==> src/logic/pms_pkg.sv <==
// Shared constants and types for the program-memory security block
package pms_pkg;

    // Program address width and internal size limits
    localparam int             ADDR_W          = 16;
    localparam logic [16:0]    SIZE_0K         = 17'h00000;
    localparam logic [16:0]    SIZE_1K         = 17'h00400;
    localparam logic [16:0]    SIZE_2K         = 17'h00800;
    localparam logic [16:0]    SIZE_4K         = 17'h01000;
    localparam logic [16:0]    SIZE_8K         = 17'h02000;
    localparam logic [16:0]    SIZE_16K        = 17'h04000;
    localparam logic [2:0]     SIZE_SEL_RESET  = 3'h5;

    // Program-size select code to internal limit
    localparam logic [16:0]    SIZE_TABLE [8]  = '{SIZE_0K, SIZE_1K, SIZE_2K, SIZE_4K,
                                                   SIZE_8K, SIZE_16K, SIZE_16K, SIZE_16K};

    // Timed-access unlock
    localparam logic [7:0]     TA_KEY_FIRST    = 8'hAA;
    localparam logic [7:0]     TA_KEY_SECOND   = 8'h55;
    localparam logic [2:0]     TA_OPEN_CYCLES  = 3'h4;

    // Information space addresses
    localparam logic [7:0]     OPT_ADDR        = 8'hFC;
    localparam logic [7:0]     SIG_MAKER_ADDR  = 8'h30;
    localparam logic [7:0]     SIG_DEVICE_ADDR = 8'h31;
    localparam logic [7:0]     SIG_EXT_ADDR    = 8'h60;
    localparam logic [7:0]     INFO_BLANK      = 8'hFF;

    // Option byte
    localparam logic [7:0]     OPT_ERASED      = 8'hFF;
    localparam int             OPT_WDT_BIT     = 3;
    localparam logic [7:0]     OPT_UNDEF_MASK  = 8'hF7;

    // Lock bits, bit 0 first, bit 2 third
    localparam logic [2:0]     LOCK_ERASED     = 3'h7;

    // Auto-baud counter width
    localparam int             BAUD_W          = 16;

    typedef enum logic [1:0]
    {
        PMS_LEVEL_1 = 2'b00,
        PMS_LEVEL_2 = 2'b01,
        PMS_LEVEL_3 = 2'b10,
        PMS_LEVEL_4 = 2'b11
    } pms_level_t;

    typedef enum logic [3:0]
    {
        PMS_CMD_READ_INFO   = 4'h0,
        PMS_CMD_VERIFY_OPT  = 4'h1,
        PMS_CMD_WRITE_OPT   = 4'h2,
        PMS_CMD_ERASE_OPT   = 4'h3,
        PMS_CMD_PROG_LOCK   = 4'h4,
        PMS_CMD_READ_LOCK   = 4'h5,
        PMS_CMD_MASS_ERASE  = 4'h6,
        PMS_CMD_PROG_CODE   = 4'h7,
        PMS_CMD_VERIFY_CODE = 4'h8
    } pms_cmd_t;

endpackage

==> src/logic/pms_program_memory_security.sv <==
// Program-memory mapping, lock levels, option byte and signature access
//
// Behaviour
// - Reset selects full 16kB internal program space
// - Full size: low 16kB fetches stay internal
// - Size field written only after timed unlock
// - New size limit applies to next fetch
// - Grounded fetch pin forces non-loader fetches external, refused at level 4
// - Level 1: no lock, encrypted verify if programmed
// - Level 2: block table reads, latch pin, programming
// - Level 3: adds no verify, no SRAM moves
// - Level 4: adds no external code execution
// - Option byte is flash, byte-wide erase and program
// - Option bit 3 low enables watchdog at power-up
// - Undefined option bits read back as one
// - Option byte read at FCh or verify command
// - Signatures readable only in programming modes
// - Locations 30h, 31h, 60h return identification bytes
// - Loader programs flash, security block, SRAM
// - Loader detects host bit rate automatically
// - Loader flash access gated by lock bits
`timescale 1ns/100ps
module pms_program_memory_security
    import pms_pkg::*;
#(
    parameter logic [7:0] MAKER_ID  = 8'h5A,  // Arbitrary value
    parameter logic [7:0] DEVICE_ID = 8'h3C,  // Arbitrary value
    parameter logic [7:0] EXT_ID    = 8'h07   // Arbitrary value
)
(
    input  wire logic               core_clk,
    input  wire logic               reset_n,
    input  wire logic               reset_pin,
    input  wire logic               external_fetch_select_n,
    input  wire logic               program_store_strobe_n,
    input  wire logic               parallel_mode_pin,
    input  wire logic               serial_rx_pin,
    input  wire logic               fetch_valid,
    input  wire logic [ADDR_W-1:0]  fetch_addr,
    output logic                    fetch_internal,
    output logic                    fetch_external,
    output logic                    fetch_loader_rom,
    output logic                    fetch_refused,
    input  wire logic               table_read_valid,
    input  wire logic               table_read_from_external,
    input  wire logic [ADDR_W-1:0]  table_read_addr,
    output logic                    table_read_internal,
    output logic                    table_read_blocked,
    input  wire logic               data_move_valid,
    input  wire logic               data_move_from_external,
    input  wire logic               data_move_to_sram,
    output logic                    data_move_sram_allowed,
    output logic                    data_move_blocked,
    input  wire logic               ta_write,
    input  wire logic [7:0]         ta_wdata,
    input  wire logic               size_write,
    input  wire logic [2:0]         size_wdata,
    output logic [2:0]              program_size_select,
    input  wire logic               encryption_programmed,
    input  wire logic               prog_valid,
    input  wire logic [3:0]         prog_cmd,
    input  wire logic [7:0]         prog_addr,
    input  wire logic [7:0]         prog_wdata,
    output logic [7:0]              prog_rdata,
    output logic                    prog_done,
    output logic                    prog_refused,
    output logic                    flash_write_grant,
    output logic                    verify_grant,
    output logic                    verify_encrypted,
    output logic                    loader_mode,
    output logic                    watchdog_reset_enable,
    output logic [BAUD_W-1:0]       baud_divisor,
    output logic                    baud_locked,
    output pms_level_t              lock_level
);

    ////////////////////////////////////////////////////////////////////////
    // Pin synchronisers: reset pin, fetch select, store strobe, parallel, rx
    logic [4:0] pin_meta;
    logic [4:0] pin_sync;
    logic       rst_pin_s;
    logic       ext_sel_n_s;
    logic       strobe_n_s;
    logic       parallel_s;
    logic       rx_s;

    always_ff @(posedge core_clk or negedge reset_n)
    begin
        if (!reset_n)
        begin
            pin_meta <= 5'h16;
            pin_sync <= 5'h16;
        end
        else
        begin
            pin_meta <= {serial_rx_pin, parallel_mode_pin, program_store_strobe_n,
                         external_fetch_select_n, reset_pin};
            pin_sync <= pin_meta;
        end
    end

    assign rst_pin_s   = pin_sync[0];
    assign ext_sel_n_s = pin_sync[1];
    assign strobe_n_s  = pin_sync[2];
    assign parallel_s  = pin_sync[3];
    assign rx_s        = pin_sync[4];

    ////////////////////////////////////////////////////////////////////////
    // Persistent state and reset-time captures
    logic [2:0] lock_bits;
    logic [2:0] next_lock_bits;
    logic [7:0] option_byte;
    logic [7:0] next_option_byte;
    logic [2:0] next_size_select;
    logic [1:0] captured;
    logic       ea_latched;
    logic       next_ea_latched;
    logic       next_wdt_enable;
    logic       ta_open;

    always_comb
    begin
        if (!lock_bits[2])
            lock_level = PMS_LEVEL_4;
        else if (!lock_bits[1])
            lock_level = PMS_LEVEL_3;
        else if (!lock_bits[0])
            lock_level = PMS_LEVEL_2;
        else
            lock_level = PMS_LEVEL_1;
    end

    logic lvl2_up;
    logic lvl3_up;
    logic lvl4;
    logic prog_mode;

    assign lvl2_up = (lock_level != PMS_LEVEL_1);
    assign lvl3_up = (lock_level == PMS_LEVEL_3) || (lock_level == PMS_LEVEL_4);
    assign lvl4    = (lock_level == PMS_LEVEL_4);

    assign loader_mode = rst_pin_s && !ext_sel_n_s && !strobe_n_s;
    assign prog_mode   = loader_mode || parallel_s;

    pms_timed_access u_timed_access
    (
        .core_clk (core_clk),
        .reset_n  (reset_n),
        .ta_write (ta_write),
        .ta_wdata (ta_wdata),
        .ta_open  (ta_open)
    );

    pms_autobaud u_autobaud
    (
        .core_clk     (core_clk),
        .reset_n      (reset_n),
        .enable       (loader_mode),
        .rx_level     (rx_s),
        .baud_divisor (baud_divisor),
        .baud_locked  (baud_locked)
    );

    always_comb
    begin
        next_size_select = program_size_select;
        next_ea_latched  = ea_latched;
        next_wdt_enable  = watchdog_reset_enable;
        if (size_write && ta_open)
            next_size_select = size_wdata;
        if (captured == 2'h2)
        begin
            next_ea_latched = ext_sel_n_s;
            next_wdt_enable = !option_byte[OPT_WDT_BIT];
        end
    end

    always_ff @(posedge core_clk or negedge reset_n)
    begin
        if (!reset_n)
        begin
            program_size_select   <= SIZE_SEL_RESET;
            captured              <= 2'h0;
            ea_latched            <= 1'b1;
            watchdog_reset_enable <= 1'b0;
        end
        else
        begin
            program_size_select   <= next_size_select;
            captured              <= captured + 2'(captured != 2'h3);
            ea_latched            <= next_ea_latched;
            watchdog_reset_enable <= next_wdt_enable;
        end
    end

    ////////////////////////////////////////////////////////////////////////
    // Fetch routing, evaluated against the live size limit
    logic [16:0] size_limit;
    logic        ea_eff_n;
    logic        fetch_in_range;
    logic        table_in_range;

    assign size_limit     = SIZE_TABLE[program_size_select];
    assign ea_eff_n       = lvl2_up ? ea_latched : ext_sel_n_s;
    assign fetch_in_range = ({1'b0, fetch_addr} < size_limit);
    assign table_in_range = ({1'b0, table_read_addr} < size_limit);

    always_comb
    begin
        fetch_internal   = 1'b0;
        fetch_external   = 1'b0;
        fetch_loader_rom = 1'b0;
        fetch_refused    = 1'b0;
        if (fetch_valid)
        begin
            if (loader_mode)
                fetch_loader_rom = 1'b1;
            else if (ea_eff_n && fetch_in_range)
                fetch_internal = 1'b1;
            else if (lvl4)
                fetch_refused = 1'b1;
            else
                fetch_external = 1'b1;
        end
    end

    always_comb
    begin
        table_read_internal = 1'b0;
        table_read_blocked  = 1'b0;
        if (table_read_valid && ea_eff_n && table_in_range)
        begin
            if (table_read_from_external && lvl2_up)
                table_read_blocked = 1'b1;
            else
                table_read_internal = 1'b1;
        end
    end

    always_comb
    begin
        data_move_sram_allowed = 1'b0;
        data_move_blocked      = 1'b0;
        if (data_move_valid && data_move_to_sram)
        begin
            if (data_move_from_external && lvl3_up)
                data_move_blocked = 1'b1;
            else
                data_move_sram_allowed = 1'b1;
        end
    end

    ////////////////////////////////////////////////////////////////////////
    // Programming command port, answered one cycle after the request
    logic [7:0] next_rdata;
    logic       next_done;
    logic       next_refused;
    logic       next_write_grant;
    logic       next_verify_grant;
    logic       next_verify_enc;

    always_comb
    begin
        next_rdata        = prog_rdata;
        next_done         = 1'b0;
        next_refused      = 1'b0;
        next_write_grant  = 1'b0;
        next_verify_grant = 1'b0;
        next_verify_enc   = 1'b0;
        next_lock_bits    = lock_bits;
        next_option_byte  = option_byte;
        if (prog_valid)
        begin
            if (!prog_mode)
                next_refused = 1'b1;
            else
            begin
                next_done = 1'b1;
                case (prog_cmd)
                    PMS_CMD_READ_INFO:
                    begin
                        case (prog_addr)
                            OPT_ADDR:        next_rdata = option_byte | OPT_UNDEF_MASK;
                            SIG_MAKER_ADDR:  next_rdata = MAKER_ID;
                            SIG_DEVICE_ADDR: next_rdata = DEVICE_ID;
                            SIG_EXT_ADDR:    next_rdata = EXT_ID;
                            default:         next_rdata = INFO_BLANK;
                        endcase
                    end
                    PMS_CMD_VERIFY_OPT:
                        next_rdata = option_byte | OPT_UNDEF_MASK;
                    PMS_CMD_WRITE_OPT:
                        next_option_byte = option_byte & prog_wdata;
                    PMS_CMD_ERASE_OPT:
                        next_option_byte = OPT_ERASED;
                    PMS_CMD_PROG_LOCK:
                        next_lock_bits = lock_bits & prog_wdata[2:0];
                    PMS_CMD_READ_LOCK:
                        next_rdata = {5'h1F, lock_bits};
                    PMS_CMD_MASS_ERASE:
                    begin
                        next_lock_bits   = LOCK_ERASED;
                        next_option_byte = OPT_ERASED;
                    end
                    PMS_CMD_PROG_CODE:
                    begin
                        if (lvl2_up)
                        begin
                            next_done    = 1'b0;
                            next_refused = 1'b1;
                        end
                        else
                            next_write_grant = 1'b1;
                    end
                    PMS_CMD_VERIFY_CODE:
                    begin
                        if (lvl3_up)
                        begin
                            next_done    = 1'b0;
                            next_refused = 1'b1;
                        end
                        else
                        begin
                            next_verify_grant = 1'b1;
                            next_verify_enc   = encryption_programmed;
                        end
                    end
                    default:
                    begin
                        next_done    = 1'b0;
                        next_refused = 1'b1;
                    end
                endcase
            end
        end
    end

    always_ff @(posedge core_clk or negedge reset_n)
    begin
        if (!reset_n)
        begin
            prog_rdata        <= 8'h00;
            prog_done         <= 1'b0;
            prog_refused      <= 1'b0;
            flash_write_grant <= 1'b0;
            verify_grant      <= 1'b0;
            verify_encrypted  <= 1'b0;
            lock_bits         <= LOCK_ERASED;
            option_byte       <= OPT_ERASED;
        end
        else
        begin
            prog_rdata        <= next_rdata;
            prog_done         <= next_done;
            prog_refused      <= next_refused;
            flash_write_grant <= next_write_grant;
            verify_grant      <= next_verify_grant;
            verify_encrypted  <= next_verify_enc;
            lock_bits         <= next_lock_bits;
            option_byte       <= next_option_byte;
        end
    end

endmodule // pms_program_memory_security

==> src/logic/pms_timed_access.sv <==
// Timed-access unlock sequencer
`timescale 1ns/100ps
module pms_timed_access
    import pms_pkg::*;
(
    input  wire logic        core_clk,
    input  wire logic        reset_n,
    input  wire logic        ta_write,
    input  wire logic [7:0]  ta_wdata,
    output logic             ta_open
);

    typedef enum logic [1:0]
    {
        PMS_TA_IDLE  = 2'b00,
        PMS_TA_ARMED = 2'b01,
        PMS_TA_OPEN  = 2'b10
    } pms_ta_state_t;

    pms_ta_state_t state;
    pms_ta_state_t next_state;
    logic [2:0]    count;
    logic [2:0]    next_count;

    ////////////////////////////////////////////////////////////////////////
    always_comb
    begin
        next_state = state;
        next_count = count;
        case (state)
            PMS_TA_IDLE:
            begin
                if (ta_write && ta_wdata == TA_KEY_FIRST)
                begin
                    next_state = PMS_TA_ARMED;
                    next_count = TA_OPEN_CYCLES;
                end
            end
            PMS_TA_ARMED:
            begin
                next_count = count - 3'h1;
                if (ta_write && ta_wdata == TA_KEY_SECOND)
                begin
                    next_state = PMS_TA_OPEN;
                    next_count = TA_OPEN_CYCLES;
                end
                else if (ta_write || count == 3'h1)
                    next_state = PMS_TA_IDLE;
            end
            PMS_TA_OPEN:
            begin
                next_count = count - 3'h1;
                if (count == 3'h1)
                    next_state = PMS_TA_IDLE;
            end
            default:
            begin
                next_state = PMS_TA_IDLE;
                next_count = 3'h0;
            end
        endcase
    end

    always_ff @(posedge core_clk or negedge reset_n)
    begin
        if (!reset_n)
        begin
            state <= PMS_TA_IDLE;
            count <= 3'h0;
        end
        else
        begin
            state <= next_state;
            count <= next_count;
        end
    end

    assign ta_open = (state == PMS_TA_OPEN);

endmodule // pms_timed_access

==> src/logic/pms_autobaud.sv <==
// Loader auto-baud: measures the host start bit in core clocks
`timescale 1ns/100ps
module pms_autobaud
    import pms_pkg::*;
(
    input  wire logic              core_clk,
    input  wire logic              reset_n,
    input  wire logic              enable,
    input  wire logic              rx_level,
    output logic [BAUD_W-1:0]      baud_divisor,
    output logic                   baud_locked
);

    typedef enum logic [1:0]
    {
        PMS_AB_WAIT    = 2'b00,
        PMS_AB_MEASURE = 2'b01,
        PMS_AB_LOCKED  = 2'b10
    } pms_ab_state_t;

    pms_ab_state_t     state;
    pms_ab_state_t     next_state;
    logic [BAUD_W-1:0] count;
    logic [BAUD_W-1:0] next_count;
    logic [BAUD_W-1:0] next_divisor;

    ////////////////////////////////////////////////////////////////////////
    always_comb
    begin
        next_state   = state;
        next_count   = count;
        next_divisor = baud_divisor;
        case (state)
            PMS_AB_WAIT:
            begin
                next_count = '0;
                if (enable && !rx_level)
                begin
                    next_state = PMS_AB_MEASURE;
                    next_count = {{(BAUD_W-1){1'b0}}, 1'b1};
                end
            end
            PMS_AB_MEASURE:
            begin
                // Start bit ends at the first high level
                if (!enable)
                    next_state = PMS_AB_WAIT;
                else if (rx_level)
                begin
                    next_state   = PMS_AB_LOCKED;
                    next_divisor = count;
                end
                else if (count != '1)
                    next_count = count + {{(BAUD_W-1){1'b0}}, 1'b1};
            end
            PMS_AB_LOCKED:
            begin
                if (!enable)
                    next_state = PMS_AB_WAIT;
            end
            default:
            begin
                next_state = PMS_AB_WAIT;
            end
        endcase
    end

    always_ff @(posedge core_clk or negedge reset_n)
    begin
        if (!reset_n)
        begin
            state        <= PMS_AB_WAIT;
            count        <= '0;
            baud_divisor <= '0;
        end
        else
        begin
            state        <= next_state;
            count        <= next_count;
            baud_divisor <= next_divisor;
        end
    end

    assign baud_locked = (state == PMS_AB_LOCKED);

endmodule // pms_autobaud

==> config.mk <==
export PLATFORM = sky130hd
export DESIGN_NAME = pms_program_memory_security
export DESIGN_NICKNAME = d
export VERILOG_FILES = /design/src/logic/pms_pkg.sv /design/src/logic/pms_program_memory_security.sv /design/src/logic/pms_timed_access.sv /design/src/logic/pms_autobaud.sv
export SDC_FILE = /design/constraint.sdc
export NUM_CORES = 1
export LEC_CHECK = 0
export BUFFER_PORTS_ARGS = -buffer_cell sky130_fd_sc_hd__clkbuf_2
export CORE_MARGIN = 5
export CORE_UTILIZATION = 45
export CTS_BUF_LIST = sky130_fd_sc_hd__clkbuf_8
export CTS_CLUSTER_SIZE = 24
export DETAILED_ROUTE_END_ITERATION = 16
export PLACE_DENSITY_LB_ADDON = 0.2
export SYNTH_ARGS = -nofsm -noshare
export SYNTH_HDL_FRONTEND = slang
export SYNTH_SLANG_ARGS = --single-unit
==> constraint.sdc <==
create_clock -name core_clk -period 2.6 [get_ports core_clk]
set_clock_uncertainty 0.1 [all_clocks]
set_input_delay 0.13 -clock core_clk [delete_from_list [all_inputs] [get_ports core_clk]]
set_output_delay 0.13 -clock core_clk [all_outputs]
set_load 0.02 [all_outputs]
==> results of run 1 <==
-- worst max-delay path: stages, from the launching register on --
cell	delay, ps
dfstp_2	550
inv_2	40
or3_4	340
ha_4	160
a211o_1	280
a311o_1	330
nand3_2	110
nor2_1	50
buf_2	150
-- registers in the layout (all words and copies together), names as in the netlist, 2 cells and up --
register,count
u_autobaud.state,2
u_autobaud.count,16
u_timed_access.count,3
u_autobaud.baud_divisor,16
captured,2
pin_meta,5
lock_bits,3
pin_sync,5
program_size_select,3
prog_rdata,8
u_timed_access.state,2
-- per-layer routing --
metal | GRT usage (%) | up-vias | wire [microns]
met2 | 28.84 | 81 | 4007
met3 | 4.698 | 11 | 474
met5 | 0 | - | 0
met1 | 22.60 | 1424 | 3651
met4 | 5.462 | 0 | 87
li1 | - | 1528 | -
-- power by group through the flow --
stage	sequential, mW	combinational, mW	clock (mW)
floorplan	1.37	0.288	0
CTS	1.33	0.531	1.09
detailed placement	1.36	0.499	0
global placement	1.35	0.483	0
finish	1.34	0.539	1.06
global route	1.35	0.605	1.15
-- what timing repair did --
action / 4_1_cts / 5_1_grt
buffers inserted: 2 / 1
endpoints found under the hold margin: 75 / 0
hold buffers: 16 / 0
pin swaps: 2 / 5
endpoints found under the setup margin: 4 / 5
gates resized for setup: 4 / 12
-- cell families (layout without fill, tap and decap cells) --
| logic type | count (synthesis) | in the layout | share of synthesized area [%] |
|---|---|---|---|
| DFF | 73 | 73 | 50.90 |
| and+or+nand+nor | 145 | 145 | 21.35 |
| xor gates and xnor gates | 9 | 9 | 2.177 |
| AOI/OAI and AO/OA | 72 | 72 | 12.96 |
| muxes | 22 | 22 | 6.773 |
| adders and majority gates | 11 | 11 | 3.801 |
| buffers and inverters | 19 | 147 | 2.039 |
-- metrics by stage --
| stage | TNS [ps] | utilization (%) | total power [mW] |
|---|---|---|---|
| global route | -121.1 | 60.60 | 3.100 |
| floorplan | 0 | - | 1.658 |
| CTS | 0 | 60.08 | 2.955 |
| detailed placement | 0 | 54.57 | 1.854 |
| finish | 0 | 60.60 | 2.939 |
| global placement | 0 | 54.57 | 1.832 |
-- synth_stat cells, types with 3 or more instances --
master / number / area, sq um
mux2_2: 20 / 225.2
a21o_1: 3 / 22.52
inv_1: 8 / 30.03
dfstp_2: 13 / 341.6
or3_1: 3 / 18.77
nor4_1: 6 / 37.54
dfrtp_1: 60 / 1501
nor2_1: 29 / 108.9
nand3_1: 15 / 75.07
and2_1: 3 / 18.77
a21oi_1: 14 / 70.07
a211o_1: 4 / 35.03
nor4bb_1: 3 / 30.03
o21ai_0: 22 / 110.1
nor3_1: 5 / 25.02
xor2_1: 4 / 35.03
a211oi_1: 5 / 37.54
nor3b_1: 4 / 30.03
nand2_1: 37 / 138.9
clkbuf_1: 9 / 33.78
ha_1: 11 / 137.6
nand4_1: 6 / 37.54
nand2b_1: 6 / 37.54
or4_1: 3 / 22.52
a2111oi_0: 3 / 26.28
xnor2_1: 5 / 43.79
nor2b_1: 10 / 62.56
-- worst paths after layout --
path	startpoint	endpoint	slack, ps
min	prog_cmd[3]	verify_grant	30
max in group asynchronous	reset_n	program_size_select[1]	1480
min reg2reg	pin_meta[3]	pin_sync[3]	260
min in group asynchronous	reset_n	prog_rdata[7]	350
max reg2reg	pin_sync[1]	u_autobaud.count[15]	260
max	program_size_select[2]	fetch_external	20
-- final cells by class --
cell class              count  area share [%]
flip-flops and latches     73           39.15
clock inverters             6           2.233
repair buffers            123           15.39
clock buffers              10           2.924
multi-input cells         259           36.95
inverters                   8          0.6380
well taps                 102           2.711
==> results.md, run 1 <==
- Seq/Total Area, Yosys: between 50% and 60%
- First-pass GRT wire length: between 10 and 15 mm
- Pre-CTS worst setup slack: between 200 and 250 ps
- Root buf cell: clkbuf_8
- Maximum buffer depth of the clock tree: 2
- # IOs: about 130
- Design area: around 4700 sq um
- Worst Reg-to-Reg Cells: 5
- Hold Fails Final Rpt: 0
- Fin. max-slew vios: 0
- GRT Util Overall: around 18%
- Syn_area_per_cell: ~10 sq um
- Num rows: 32
- H-tree depth: 3
- RSZ-0062 raised after global routing: true
- Synth Instances: between 300 and 400
- Comb power frac: 18.3%
- Status: finished, final reports clean
- Final setup viols: 0
- Worst Tran Pin Value: 875.8 ps
- DRC violation total after the first TritonRoute iteration: about 170
- Ys flop type: dfrtp_1
- Slew headroom: 41.62%
- PD cells: 624.4 nW/um^2
- Die W: 99.70 microns
- Avg WL per Cell: 14.15 microns
- Gp weighted congestion: slightly above 0.9
- Sequential cell area: around 1800 sq um
- Critical Path End Type: primary output
- Crit-path max FO: 3
- Layout Cells excl Fill: between 500 and 600
- Final net count: 565
- Area of placed instances: roughly 4200 sq um
- Chip Height: around 100 microns
- CP startpoint kind: flop
- Largest net degree at the start of global routing: between 70 and 80
- Number of global-route vias before repair: 3092
- Worst-skew pair later-pin latency: 340 ps
- Net load switching power: approximately 0.79 mW
- Routed WL: a little over 8 mm
- Max Cap Violations: 0
- Clock share of power: 36.2%
- Initial Util: about 47%
- Synth Cell Area: 3621 sq um
- Most common cell after layout, fill and taps aside: clkbuf_2
- Min cycle time layout: approximately 2600 ps
- Pleak: ~2.2 nW
- Die area: around 10000 sq um
- Switching Share: a little over a quarter
- Hold_ws: roughly 28 ps
- Diode count: 0
- Antenna-violating nets left: 0
- Cell-internal power: ~2.1 mW
- Initial antenna violation count: 0
- Min-delay worst type: in -> reg
- Ys async rst share: 100.0%
- Clock sinks: 73
- #FFs+latches synth: 73
- Hold Path Cell Cnt: 3
- Port Buf Inserts: 100
- Worst vdd ir: roughly 0.37 mV
- Hpwl dp: a little over 6 mm
- Final clock period utilization by the worst path: 99.07%
- Number of enable flip-flop cells after synthesis: 0
- Fillers: between 600 and 700
- Via density: between 5 and 6
- Multi-input gate area: around 1700 sq um
- TritonCTS Buffers: 9
- Gr ovfl total: 0
- Core box area: ~7800 sq um
- Number of unique standard cell types used by synthesis: 55
- Worst EP required: ~2400 ps
- Max frequency: 0.3882 GHz
- Pre-antenna DRT Iters: 4
- Routed via count: 3044
- Setup WS post-layout: ~24 ps
- CTS tree: built
- Clock slew at reported path FFs: around 70 ps
- Worst setup path class: reg -> out
- Commonest cells after routing, fill and taps aside: clkbuf_2, dfrtp_1, nand2_1
- DRC viols: 0
- Critical path arrival: ~2400 ps
- Syn_nets: ~440
- P&R area growth vs syn: 29.99%
- Dpl cells: 546
- Share of cells above drive strength 1: 35.49%
- Synth Warn #: 0
- Sequential power share: a little under half
Power figures use the tool's default switching activity.
==> run 2: changes to the inputs <==
--- a/config.mk
+++ b/config.mk
@@ -12,6 +12,7 @@
 export CTS_CLUSTER_SIZE = 24
 export DETAILED_ROUTE_END_ITERATION = 16
 export PLACE_DENSITY_LB_ADDON = 0.2
+export RECOVER_POWER = 50
 export SYNTH_ARGS = -nofsm -noshare
 export SYNTH_HDL_FRONTEND = slang
 export SYNTH_SLANG_ARGS = --single-unit
==> results.md, run 2 (same netlist as run 1, synthesis figures left out) <==
- R2r setup slk: 250 ps (was 260 ps)
- Fillers: 695 (was 678)
- DRC viols: 0 (unchanged)
- GRT Util Overall: 17.55% (unchanged)
- Min-delay worst type: in -> reg (unchanged)
- Final setup viols: 0 (unchanged)
- Num rows: 32 (unchanged)
- Hpwl dp: 6.054 mm (unchanged)
- Critical path buffers and inverters: 2 (unchanged)
- Hold EP: option_byte[3] (was verify_grant)
- Critical Path End Type: primary output (unchanged)
- Net load switching power: 0.7953 mW (was 0.7919 mW)
- TritonCTS Buffers: 9 (unchanged)
- Pleak: 2.103 nW (was 2.208 nW)
- Avg WL per Cell: 14.27 microns (was 14.15 microns)
- Dpl cells: 546 (unchanged)
- Routed WL: 8.291 mm (was 8.220 mm)
- P&R area growth vs syn: 28.82% (was 29.99%)
- Number of global-route vias before repair: 3092 (unchanged)
- Gr ovfl total: 0 (unchanged)
- Port Buf Inserts: 100 (unchanged)
- Max frequency: 0.3874 GHz (was 0.3882 GHz)
- Worst-skew pair later-pin latency: 340 ps (about the same)
- Slowest cell on crit path: dfstp_2 (unchanged)
- Worst Tran Pin Value: 1720 ps (was 875.8 ps)
- Initial antenna violation count: 0 (unchanged)
- Worst vdd ir: 0.3655 mV (was 0.3660 mV)
- Core box area: 7767 sq um (unchanged)
- Final net count: 565 (unchanged)
- PD cells: 628.9 nW/um^2 (was 624.4 nW/um^2)
- Die area: 9940 sq um (unchanged)
- Maximum buffer depth of the clock tree: 2 (unchanged)
- First-pass GRT wire length: 14.21 mm (unchanged)
- Root buf cell: clkbuf_8 (unchanged)
- Chip Height: 99.70 microns (unchanged)
- Largest regs: u_autobaud.baud_divisor (16), u_autobaud.count (16), prog_rdata (8) (unchanged)
- Comb power frac: 18.1% (was 18.3%)
- Failing checks: capacitance limit, slew limit
- Diode count: 0 (unchanged)
- Area of placed instances: 4239 sq um (unchanged)
- Min cycle time layout: 2581 ps (was 2576 ps)
- Commonest cells after routing, fill and taps aside: clkbuf_2, dfrtp_1, nand2_1 (unchanged)
- Layout Cells excl Fill: 581 (unchanged)
- Worst R2R End: u_autobaud.count[15] (unchanged)
- Antenna-violating nets left: 0 (unchanged)
- Cell breakdown of the critical path: inv_2 -> or3_4 -> ha_4 -> a211o_1 -> a311o_1 -> nand3_2 -> nor2_1 -> buf_2 (unchanged)
- Switching Share: 27.11% (was 26.94%)
- Die W: 99.70 microns (unchanged)
- Sequential power share: 45.5% (was 45.4%)
- Hold_ws: 28.67 ps (was 27.58 ps)
- H-tree depth: 3 (unchanged)
- Clock share of power: 36.4% (was 36.2%)
- Initial Util: 46.62% (unchanged)
- Routed via count: 3045 (was 3044)
- Crit-path max cell delay: 560 ps (was 550 ps)
- Final clock period utilization by the worst path: 99.28% (was 99.07%)
- Pre-antenna DRT Iters: 4 (unchanged)
- RR Startpoint: pin_sync[1] (unchanged)
- Fin. max-slew vios: 74 (was 0)
- Worst setup path class: reg -> out (unchanged)
- Worst Reg-to-Reg Cells: 5 (unchanged)
- Design area: 4664 sq um (was 4707 sq um)
- Max Cap Violations: 1 (was 0)
- Critical path startpoint: program_size_select[2] (unchanged)
- Via density: 5.241 (was 5.239)
- CTS tree: built (unchanged)
- Cell-internal power: 2.138 mW (was 2.147 mW)
- Power Total: 2.933 mW (was 2.939 mW)
- Most common cell after layout, fill and taps aside: clkbuf_2 (unchanged)
- Worst EP required: 2370 ps (about the same)
- Worst Hold Launch: prog_wdata[3] (was prog_cmd[3])
- Clock sinks: 73 (unchanged)
- CP startpoint kind: flop (unchanged)
- Critical path arrival: 2350 ps (about the same)
- Clock slew at reported path FFs: 80 ps (was 70 ps)
- Status: complete, but fails checks (was finished, final reports clean)
- Hold Path Cell Cnt: 3 (unchanged)
- Crit-path max FO: 3 (unchanged)
- Largest net degree at the start of global routing: 74 (unchanged)
- RSZ-0062 raised after global routing: true (unchanged)
- # IOs: 125 (unchanged)
- Share of cells above drive strength 1: 28.81% (was 35.49%)
- Hold Fails Final Rpt: 0 (unchanged)
- Slew headroom: -14.67% (was 41.62%)
- Largest delay share family, worst path: compound AO/OA/AOI/OAI gates (unchanged)
- DRC violation total after the first TritonRoute iteration: 133 (was 168)
- Gp weighted congestion: 0.9168 (unchanged)
run 2: cell types whose count changed in the layout (fill, tap and decap cells not counted), sizes merged:
cell | before | now
clkbuf | 105 | 106
buf | 12 | 11
run 2: how the worst max path moves through the flow:
stage	endpoint	depth (start not counted)
6_report	fetch_external	8
5_1_grt	fetch_external	8
4_1_cts	fetch_refused	8
3_5_place_dp	fetch_refused	8
3_3_place_gp	fetch_refused	8
2_1_floorplan	table_read_internal	6
run 2: cell type report:
class                   instances  area (sq um)  area share [%]
flip-flops and latches         73          1843           39.51
clock buffers                  10         137.6           2.951
repair buffers                123         681.9           14.62
multi-input cells             259          1739           37.29
inverters                       8         30.03          0.6438
well taps                     102         127.6           2.736
clock inverters                 6         105.1           2.253
run 2: timing repair:
action / CTS / global route
setup endpoints to repair: 4 / 5
hold buffers: 16 / 0
resized for setup: 4 / 12
hold endpoints to repair: 75 / 0
setup buffers: 2 / 1
pin swaps: 2 / 5
run 2: worst min-delay path: cells and delay by family:
| kind | cells | cell delay, ps |
|---|---|---|
| AO/OA/AOI/OAI | 2 | 250 |
| buffers and inverters | 1 | 80 |
run 2: power by group through the flow:
stage / Combinational (mW) / Sequential (mW) / Clock, mW
2_1_floorplan: 0.288 / 1.37 / 0
3_3_place_gp: 0.483 / 1.35 / 0
3_5_place_dp: 0.499 / 1.36 / 0
4_1_cts: 0.531 / 1.33 / 1.09
5_1_grt: 0.596 / 1.35 / 1.15
6_report: 0.530 / 1.34 / 1.07
run 2: layer usage:
layer / global-route usage (%) / vias up / share of wire [%]
met5: 0 / - / 0
met4: 5.462 / 0 / 1.2
met3: 4.698 / 12 / 5.9
met2: 28.84 / 71 / 48
met1: 22.60 / 1430 / 45
li1: - / 1532 / -
run 2: stage by stage:
stage                     utilization (%)  setup TNS [ps]  setup WS (ps)
after floorplan                         -               0          87.63
after global placement              54.57               0          270.0
after detailed placement            54.57               0          235.1
after CTS                           60.08               0          6.336
after global routing                60.05          -119.6         -55.37
final                               60.05               0          18.63
